File: src/verilog/smsp_pkg.sv
// constants, field layout and mode type of the switch monitor serial slave
// assumes every user writes smsp_pkg::name; nothing is imported
package smsp_pkg;
  localparam int FRAME_BITS = 24;
  localparam int CNT_W = 5;
  localparam logic [4:0] FRAME_FULL = 5'h18;
  localparam int SP_COUNT = 8;
  localparam int SG_COUNT = 14;
  localparam int SW_COUNT = 22;
  localparam int SG_LSB = 0;
  localparam int SP_LSB = 14;
  localparam int RESET_FLAG_BIT = 22;
  localparam int THERMAL_BIT = 23;
  localparam int CMD_CODE_MSB = 23;
  localparam int CMD_CODE_LSB = 16;
  localparam logic [7:0] CMD_SETTINGS = 8'h01;
  localparam logic [7:0] POLARITY_RESET = 8'hFF;
  localparam logic [23:0] CMD_RESET = 24'h000000;
  // synchronised pin vector layout
  localparam int PIN_CS = 0;
  localparam int PIN_SCLK = 1;
  localparam int PIN_SI = 2;
  localparam int PIN_INT = 3;
  localparam int PIN_WAKE = 4;
  localparam int PIN_VDD = 5;
  localparam int PIN_W = 6;
  localparam logic [5:0] PIN_RESET = 6'h19;
  localparam logic [21:0] SW_RESET = 22'h000000;
  typedef enum logic {MODE_NORMAL, MODE_SLEEP} smsp_mode_t;
endpackage

File: src/verilog/smsp_link_if.sv
// shift engine link between the frame controller and the shift register
// assumes one clock domain; edge strobes are already synchronised and gated
`timescale 1ns/1ps
interface smsp_link_if;
  logic sclkRise;
  logic sclkFall;
  logic siBit;
  logic load;
  logic [23:0] loadWord;
  logic soBit;
  logic [23:0] rxWord;
  logic [4:0] bitCount;
  modport engine (input sclkRise, sclkFall, siBit, load, loadWord, output soBit, rxWord, bitCount);
  modport ctrl (output sclkRise, sclkFall, siBit, load, loadWord, input soBit, rxWord, bitCount);
endinterface

File: src/verilog/smsp_pin_sync.sv
// three-stage synchroniser with agreement filter for asynchronous pins
// assumes inputs may change at any time relative to ref_clk
`timescale 1ns/1ps
module smsp_pin_sync #(
  parameter int W = 1,
  parameter logic [W-1:0] RESET_VAL = '0
) (
  // clock and reset
  input wire logic ref_clk,
  input wire logic rst,
  // pins in, filtered levels out
  input wire logic [W-1:0] pinIn,
  output logic [W-1:0] pinOut
);
  logic [W-1:0] stage1, stage2, stage3, filt;
  logic [W-1:0] next_filt;

  // a bit changes only once stages two and three agree; stage one feeds stage two only
  always_comb begin
    next_filt = (stage2 & stage3) | (filt & (stage2 ^ stage3));
  end

  always_ff @(posedge ref_clk) begin
    if (rst) begin
      stage1 <= RESET_VAL;
      stage2 <= RESET_VAL;
      stage3 <= RESET_VAL;
      filt <= RESET_VAL;
    end else begin
      stage1 <= pinIn;
      stage2 <= stage1;
      stage3 <= stage2;
      filt <= next_filt;
    end
  end

  assign pinOut = filt;
endmodule

File: src/verilog/smsp_shift_engine.sv
// shared 24-bit shift register: status out on clock rise, command in on fall
// assumes edge strobes arrive only while chip select is low
`timescale 1ns/1ps
module smsp_shift_engine (
  // clock and reset
  input wire logic ref_clk,
  input wire logic rst,
  // link to the frame controller
  smsp_link_if.engine lnk
);
  logic [23:0] shreg, next_shreg;
  logic soBit, next_soBit;
  logic [4:0] count, next_count;

  // load wins over shifting; count saturates so daisy-chained frames keep the last word
  always_comb begin
    next_shreg = shreg;
    next_soBit = soBit;
    next_count = count;
    if (lnk.load) begin
      next_shreg = lnk.loadWord;
      next_count = 5'h00;
    end else begin
      if (lnk.sclkRise) begin
        next_soBit = shreg[smsp_pkg::FRAME_BITS-1];
      end
      if (lnk.sclkFall) begin
        next_shreg = {shreg[smsp_pkg::FRAME_BITS-2:0], lnk.siBit};
        if (count != smsp_pkg::FRAME_FULL) begin
          next_count = count + 5'h01;
        end
      end
    end
  end

  always_ff @(posedge ref_clk) begin
    if (rst) begin
      shreg <= 24'h000000;
      soBit <= 1'b0;
      count <= 5'h00;
    end else begin
      shreg <= next_shreg;
      soBit <= next_soBit;
      count <= next_count;
    end
  end

  assign lnk.soBit = soBit;
  assign lnk.rxWord = shreg;
  assign lnk.bitCount = count;
endmodule

File: src/verilog/smsp_switch_monitor_serial_slave.sv
// serial slave port, interrupt and wake control of a 22-input switch monitor
// assumes pins and comparator outputs are asynchronous; power-on reset drives rst
`timescale 1ns/1ps
module smsp_switch_monitor_serial_slave (
  // clock and reset
  input wire logic ref_clk,
  input wire logic rst,
  // serial port pins
  input wire logic csN,
  input wire logic sclk,
  input wire logic si,
  output logic so,
  output logic soOeN,
  // interrupt pin, open-drain
  input wire logic intLineN,
  output logic intOut,
  output logic intOeN,
  // wake pin, open-drain
  input wire logic wakeLineN,
  output logic wakeOut,
  output logic wakeOeN,
  // logic supply and comparator outputs (1 = above threshold)
  input wire logic vddPresent,
  input wire logic [7:0] polarity_programmable_inputs,
  input wire logic [13:0] ground_only_inputs,
  // core controls on this clock
  input wire logic [21:0] changeIntEnable,
  input wire logic sleepRequest,
  input wire logic thermalFlag,
  // command and status towards the core
  output logic [23:0] cmdWord,
  output logic cmdStrobe,
  output logic frameIntLatched,
  output logic modeSleep
);
  logic [smsp_pkg::PIN_W-1:0] pinRaw, pinF;
  logic [21:0] swRaw, swF;
  smsp_link_if lnk ();

  assign pinRaw = {vddPresent, wakeLineN, intLineN, si, sclk, csN};
  assign swRaw = {polarity_programmable_inputs, ground_only_inputs};

  smsp_pin_sync #(.W(smsp_pkg::PIN_W), .RESET_VAL(smsp_pkg::PIN_RESET)) u_pin_sync (
    .ref_clk(ref_clk),
    .rst(rst),
    .pinIn(pinRaw),
    .pinOut(pinF)
  );

  smsp_pin_sync #(.W(smsp_pkg::SW_COUNT), .RESET_VAL(smsp_pkg::SW_RESET)) u_sw_sync (
    .ref_clk(ref_clk),
    .rst(rst),
    .pinIn(swRaw),
    .pinOut(swF)
  );

  smsp_shift_engine u_shift (
    .ref_clk(ref_clk),
    .rst(rst),
    .lnk(lnk)
  );

  // open switch reads 0, closed 1; polarity bit 1 means switch to battery
  function automatic logic [21:0] closed_map(input logic [21:0] above, input logic [7:0] pol);
    logic [21:0] res;
    res[smsp_pkg::SG_LSB +: smsp_pkg::SG_COUNT] = ~above[smsp_pkg::SG_LSB +: smsp_pkg::SG_COUNT];
    res[smsp_pkg::SP_LSB +: smsp_pkg::SP_COUNT] = (above[smsp_pkg::SP_LSB +: smsp_pkg::SP_COUNT] & pol)
      | (~above[smsp_pkg::SP_LSB +: smsp_pkg::SP_COUNT] & ~pol);
    return res;
  endfunction

  // state
  logic csPrev, sclkPrev, intPrev, wakePrev;
  logic next_csPrev, next_sclkPrev, next_intPrev, next_wakePrev;
  logic [21:0] closedPrev, next_closedPrev;
  logic primed, next_primed;
  logic [7:0] polarity, next_polarity;
  logic resetFlag, next_resetFlag;
  logic [23:0] next_cmdWord;
  logic next_cmdStrobe, next_frameIntLatched, next_soOeN;
  smsp_pkg::smsp_mode_t mode, next_mode;
  logic intAssert, next_intAssert;
  logic chgInFrame, next_chgInFrame;
  logic next_intOeN, next_wakeOeN;

  // decoded events
  logic csHigh, vdd, intHigh, wakeHigh;
  logic csFall, csRise, intFall, wakeFall;
  logic [21:0] closedNow;
  logic anyChange;

  assign csHigh = pinF[smsp_pkg::PIN_CS];
  assign vdd = pinF[smsp_pkg::PIN_VDD];
  assign intHigh = pinF[smsp_pkg::PIN_INT];
  assign wakeHigh = pinF[smsp_pkg::PIN_WAKE];
  assign csFall = csPrev & ~csHigh;
  assign csRise = ~csPrev & csHigh;
  assign intFall = intPrev & ~intHigh;
  assign wakeFall = wakePrev & ~wakeHigh;
  assign closedNow = closed_map(swF, polarity);
  assign anyChange = primed & (|((closedNow ^ closedPrev) & changeIntEnable));

  // serial clock edges count only inside a frame; the host keeps sclk low around cs edges
  assign lnk.sclkRise = ~csHigh & ~csFall & ~sclkPrev & pinF[smsp_pkg::PIN_SCLK];
  assign lnk.sclkFall = ~csHigh & ~csFall & sclkPrev & ~pinF[smsp_pkg::PIN_SCLK];
  assign lnk.siBit = pinF[smsp_pkg::PIN_SI];
  assign lnk.load = csFall;
  assign lnk.loadWord = {thermalFlag, resetFlag, closedNow};

  // frame group: edge history, status capture, command activation
  always_comb begin
    next_csPrev = csHigh;
    next_sclkPrev = pinF[smsp_pkg::PIN_SCLK];
    next_intPrev = intHigh;
    next_wakePrev = wakeHigh;
    next_closedPrev = closedNow;
    next_primed = 1'b1;
    next_polarity = polarity;
    next_resetFlag = resetFlag;
    next_cmdWord = cmdWord;
    next_cmdStrobe = 1'b0;
    next_frameIntLatched = frameIntLatched;
    next_soOeN = csHigh;
    if (csFall) begin
      next_frameIntLatched = intHigh;
    end
    if (csRise) begin
      next_resetFlag = 1'b0;
      // a short frame is dropped; a longer one keeps its last 24 bits
      if (lnk.bitCount == smsp_pkg::FRAME_FULL) begin
        next_cmdWord = lnk.rxWord;
        next_cmdStrobe = 1'b1;
        if (lnk.rxWord[smsp_pkg::CMD_CODE_MSB:smsp_pkg::CMD_CODE_LSB] == smsp_pkg::CMD_SETTINGS) begin
          next_polarity = lnk.rxWord[smsp_pkg::SP_COUNT-1:0];
        end
      end
    end
  end

  always_ff @(posedge ref_clk) begin
    if (rst) begin
      csPrev <= 1'b1;
      sclkPrev <= 1'b0;
      intPrev <= 1'b1;
      wakePrev <= 1'b1;
      closedPrev <= 22'h000000;
      primed <= 1'b0;
      polarity <= smsp_pkg::POLARITY_RESET;
      resetFlag <= 1'b1;
      cmdWord <= smsp_pkg::CMD_RESET;
      cmdStrobe <= 1'b0;
      frameIntLatched <= 1'b1;
      soOeN <= 1'b1;
    end else begin
      csPrev <= next_csPrev;
      sclkPrev <= next_sclkPrev;
      intPrev <= next_intPrev;
      wakePrev <= next_wakePrev;
      closedPrev <= next_closedPrev;
      primed <= next_primed;
      polarity <= next_polarity;
      resetFlag <= next_resetFlag;
      cmdWord <= next_cmdWord;
      cmdStrobe <= next_cmdStrobe;
      frameIntLatched <= next_frameIntLatched;
      soOeN <= next_soOeN;
    end
  end

  // mode and interrupt group
  always_comb begin
    next_mode = mode;
    next_intAssert = intAssert;
    next_chgInFrame = chgInFrame;
    case (mode)
      smsp_pkg::MODE_NORMAL: begin
        // sleep is entered only between frames
        if (sleepRequest && csHigh && !anyChange) begin
          next_mode = smsp_pkg::MODE_SLEEP;
        end
      end
      smsp_pkg::MODE_SLEEP: begin
        if (csFall && vdd) begin
          next_mode = smsp_pkg::MODE_NORMAL;
        end
        if (intFall && wakeHigh && vdd) begin
          next_mode = smsp_pkg::MODE_NORMAL;
        end
        if (wakeFall && (intHigh || !vdd)) begin
          next_mode = smsp_pkg::MODE_NORMAL;
        end
        if (anyChange) begin
          next_mode = smsp_pkg::MODE_NORMAL;
        end
      end
      default: next_mode = smsp_pkg::MODE_NORMAL;
    endcase
    // sticky in-frame change; a new frame restarts it, a change in that cycle still counts
    if (csFall) begin
      next_chgInFrame = 1'b0;
    end
    if (anyChange && !csHigh) begin
      next_chgInFrame = 1'b1;
    end
    if (csRise && !chgInFrame) begin
      next_intAssert = 1'b0;
    end
    // set wins over the end-of-frame clear
    if (anyChange && mode == smsp_pkg::MODE_NORMAL) begin
      next_intAssert = 1'b1;
    end
    next_intOeN = ~next_intAssert;
    next_wakeOeN = (next_mode == smsp_pkg::MODE_SLEEP);
  end

  always_ff @(posedge ref_clk) begin
    if (rst) begin
      mode <= smsp_pkg::MODE_NORMAL;
      intAssert <= 1'b0;
      chgInFrame <= 1'b0;
      intOeN <= 1'b1;
      wakeOeN <= 1'b0;
      intOut <= 1'b0;
      wakeOut <= 1'b0;
      modeSleep <= 1'b0;
    end else begin
      mode <= next_mode;
      intAssert <= next_intAssert;
      chgInFrame <= next_chgInFrame;
      intOeN <= next_intOeN;
      wakeOeN <= next_wakeOeN;
      intOut <= 1'b0;
      wakeOut <= 1'b0;
      modeSleep <= (next_mode == smsp_pkg::MODE_SLEEP);
    end
  end

  assign so = lnk.soBit;
endmodule

File: config.mk
export PLATFORM = sky130hd
export DESIGN_NAME = smsp_switch_monitor_serial_slave
export DESIGN_NICKNAME = d
export VERILOG_FILES = /design/src/verilog/smsp_pkg.sv /design/src/verilog/smsp_link_if.sv /design/src/verilog/smsp_pin_sync.sv /design/src/verilog/smsp_shift_engine.sv /design/src/verilog/smsp_switch_monitor_serial_slave.sv
export SDC_FILE = /design/constraint.sdc
export NUM_CORES = 1
export LEC_CHECK = 0
export BUFFER_PORTS_ARGS = -buffer_cell sky130_fd_sc_hd__buf_2
export CAP_MARGIN = 20
export CORE_MARGIN = 5
export CORE_UTILIZATION = 45
export CTS_CLUSTER_DIAMETER = 40
export DETAILED_ROUTE_END_ITERATION = 12
export PLACE_DENSITY = 0.73
export SLEW_MARGIN = 30
export SYNTH_ARGS = -nofsm -noshare
export SYNTH_HDL_FRONTEND = slang
export SYNTH_SLANG_ARGS = --single-unit
export TNS_END_PERCENT = 50
File: constraint.sdc
create_clock -name ref_clk -period 2.4 [get_ports ref_clk]
set_clock_uncertainty 0.05 [all_clocks]
set_input_delay 0.24 -clock ref_clk [delete_from_list [all_inputs] [get_ports ref_clk]]
set_output_delay 0.24 -clock ref_clk [all_outputs]
set_load 0.02 [all_outputs]
==> reports/results.ini <==
[clock_tree]
htreeDepth=1
clock_sinks=208
ctsResizeCount=0
cts_tree=done
clock_path_buffers=3
numCtsBuffers=26
clk_pin_slew_worst_paths_ns=0.06
clkLatencyLatePin_ns=0.50
cts_root_buf=clkbuf_16

[worst_setup_path]
critical_path_arrival_ns=2.15
end_kind=flip-flop
critical_path.max_fanout=33
cp-start-kind=flip-flop
r2r_slack_ns=0.55
critPathRequiredTime_ns=2.70
worstSetupPathType=reg -> reg

[placed_design]
dpl_cell_area_um2=7820
gp_congestion=0.829
hpwl_um=9080
portBuffers=84

[sta]
finalCritPeriodShare_pct=77.2
min_period_ns=1.85
hold_violations=0
slew_headroom_pct=49.5
setup_viol=0
worst_pin_slew_ns=0.748
finalMaxSlewViolations=0
rsz0062_at_grt=no
fin_tns_setup_ns=0
fmax_ghz=0.539

[job]
cap_violations=0

[route]
wl_per_cell_um=12.8
detail_route.first_pass.iterations=4
drc_errors=0
viasPerCell=4.69
vias=4912
drtIter0Drc=188
wirelength_um=13400
antenna_left=0

[logic_synthesis]
synthFlopType=dfxtp_1
async_flop_share_pct=0
yosysSeqAreaShare_pct=57.8
postSynthCellCount=701
ys_warn_count=0
synth_edf_count=0
synth.cell_area_um2=7200
ys_types=40
ys_seq_elements=208
avgSynthCellArea_um2=10.3

[pwr]
swShare_pct=20.7
leakagePower_nw=3.81
intPower_mw=6.21
peakVddDrop_mv=0.722
switchingPower_mw=1.62
power.total_mw=7.83
combPwrFrac_pct=3.9
powerDensity_nw_per_um2=869
clkPwrFrac_pct=50.1
seqPwrFrac_pct=46.0

[global_routing]
grt_pass1_wl_um=22500
grt_max_degree=108
track_usage_pct=14.6
grt_pass1_vias=4663
grt_overflow=0
grt_antenna_before_repair=0

[finish]
antenna_cells=0
syn2layout_area_growth_pct=25.1
design_area_um2=9010
layout.nets=897
final_core_util_pct=57.1
drive_gt1_share_pct=18.9

[floorplan]
initial_core_util_pct=45.7
dieArea_um2=18600
core_area_um2=15800
pin_count=87
die_h_um=137
rows=46
fp.dieW_um=137

[status]
outcome=finished clean

[worst_hold_path]
min_path_type=in -> reg

==> power by group through the flow <==
stage / Sequential, mW / Combinational, mW / Clock [mW]
floorplan: 3.66 / 0.180 / 0
global placement: 3.67 / 0.266 / 0
detailed placement: 3.67 / 0.269 / 0
CTS: 3.60 / 0.309 / 4.02
global route: 3.61 / 0.343 / 4.18
finish: 3.60 / 0.305 / 3.93
==> worst paths after layout <==
path         cells past startpoint                                   to                             from
max                              5  u_shift.lnk.rxWord[12]$_SDFFE_PP0P_  u_pin_sync.pinOut[0]$_SDFF_PP1_
min                              4                      mode$_SDFF_PP0_              changeIntEnable[18]
max reg2reg                      5  u_shift.lnk.rxWord[12]$_SDFFE_PP0P_  u_pin_sync.pinOut[0]$_SDFF_PP1_
min reg2reg                      1      u_pin_sync.stage2[3]$_SDFF_PP1_  u_pin_sync.stage1[3]$_SDFF_PP1_
==> timing repair <==
action	in CTS	in global routing
hold endpoints to repair	32	0
buffers inserted	0	0
hold buffers	30	0
==> synth_stat cells, types with 2 or more instances <==
cell | number | area [um2]
xnor2_1 | 23 | 201
ha_1 | 30 | 375
or2_2 | 13 | 81.3
nor4b_1 | 2 | 17.5
nand2b_1 | 2 | 12.5
a211o_1 | 3 | 26.3
nand3_1 | 3 | 15.0
a21oi_1 | 61 | 305
mux2i_1 | 10 | 100
nand4_1 | 3 | 18.8
and2_1 | 7 | 43.8
a22oi_1 | 18 | 135
o21ai_0 | 2 | 10.0
buf_2 | 2 | 10.0
dfxtp_1 | 208 | 4160
buf_4 | 4 | 30.0
inv_1 | 5 | 18.8
nor2_1 | 54 | 203
a211oi_1 | 29 | 218
nand2_1 | 71 | 267
clkbuf_1 | 32 | 120
xor2_1 | 11 | 96.3
nor2b_1 | 91 | 569
==> metrics by stage <==
step                      hold slack, ns  worst slack (ns)  std cells
after floorplan                    0.294             0.733        702
final                             0.0706             0.546       1048
after CTS                         0.0618             0.557       1048
after global routing              0.0719             0.415       1048
after global placement             0.343             0.515        971
after detailed placement           0.348             0.574        971
==> per-layer routing <==
| layer | wire length, um | track usage [%] |
|---|---|---|
| met1 | 6340 | 20.4 |
| met2 | 6000 | 22.7 |
| met3 | 692 | 2.57 |
| met4 | 405 | 5.43 |
| met5 | 0 | 0 |
==> final cells by class <==
| class | instances | area [um2] |
|---|---|---|
| Clock buffer | 31 | 691 |
| Clock inverter | 16 | 206 |
| Fill cell | 1389 | 6760 |
| Inverter | 5 | 18.8 |
| Multi-Input combinational cell | 450 | 2850 |
| Sequential cell | 208 | 4160 |
| Tap cell | 216 | 270 |
| Timing Repair Buffer | 122 | 808 |
==> registers in the layout, indices dropped and copies added (netlist names), 5 cells and up <==
register	cells
closedPrev	22
u_sw_sync.stage3	22
cmdWord	24
u_sw_sync.stage2	22
u_pin_sync.stage3	6
u_shift.lnk.bitCount	5
u_shift.lnk.rxWord	24
u_sw_sync.pinOut	22
u_pin_sync.pinOut	6
polarity	8
u_pin_sync.stage1	6
u_sw_sync.stage1	22
u_pin_sync.stage2	6
==> kinds of logic after synthesis <==
group,count (synthesis),synth area share [%]
adder cells (fa/ha/maj),30,5.21
flip-flops,208,57.8
multiplexers,10,1.39
other,1,0.0521
AND/OR/NAND/NOR,255,18.3
XOR/XNOR,34,4.13
AO/OA/AOI/OAI,119,10.5
buffers and inverters,44,2.64
==> worst max-delay path: stages (launching register included) <==
cell and delay, ns:
dfxtp_1 0.40, nor4b_4 0.54, buf_12 0.25, nor2b_1 0.07
a211oi_1 0.29, a211oi_1 0.10
==> cells in the final DEF, fill, tap and decap left out, drive strengths merged, types with 2 or more instances in the layout <==
cell / count
nand4: 4
buf: 92
nor2b: 91
a22oi: 18
mux2i: 10
dlygate4sd3: 30
ha: 30
and2: 8
xnor2: 23
nor4b: 3
or2: 13
xor2: 11
a211o: 3
bufinv: 4
inv: 8
a21oi: 61
clkbuf: 31
nor2: 55
o21ai: 2
nand2: 71
nand2b: 2
nand3: 4
clkinv: 7
dfxtp: 208
conb: 2
a211oi: 29
clkinvlp: 2
Power figures use the tool's default switching activity.
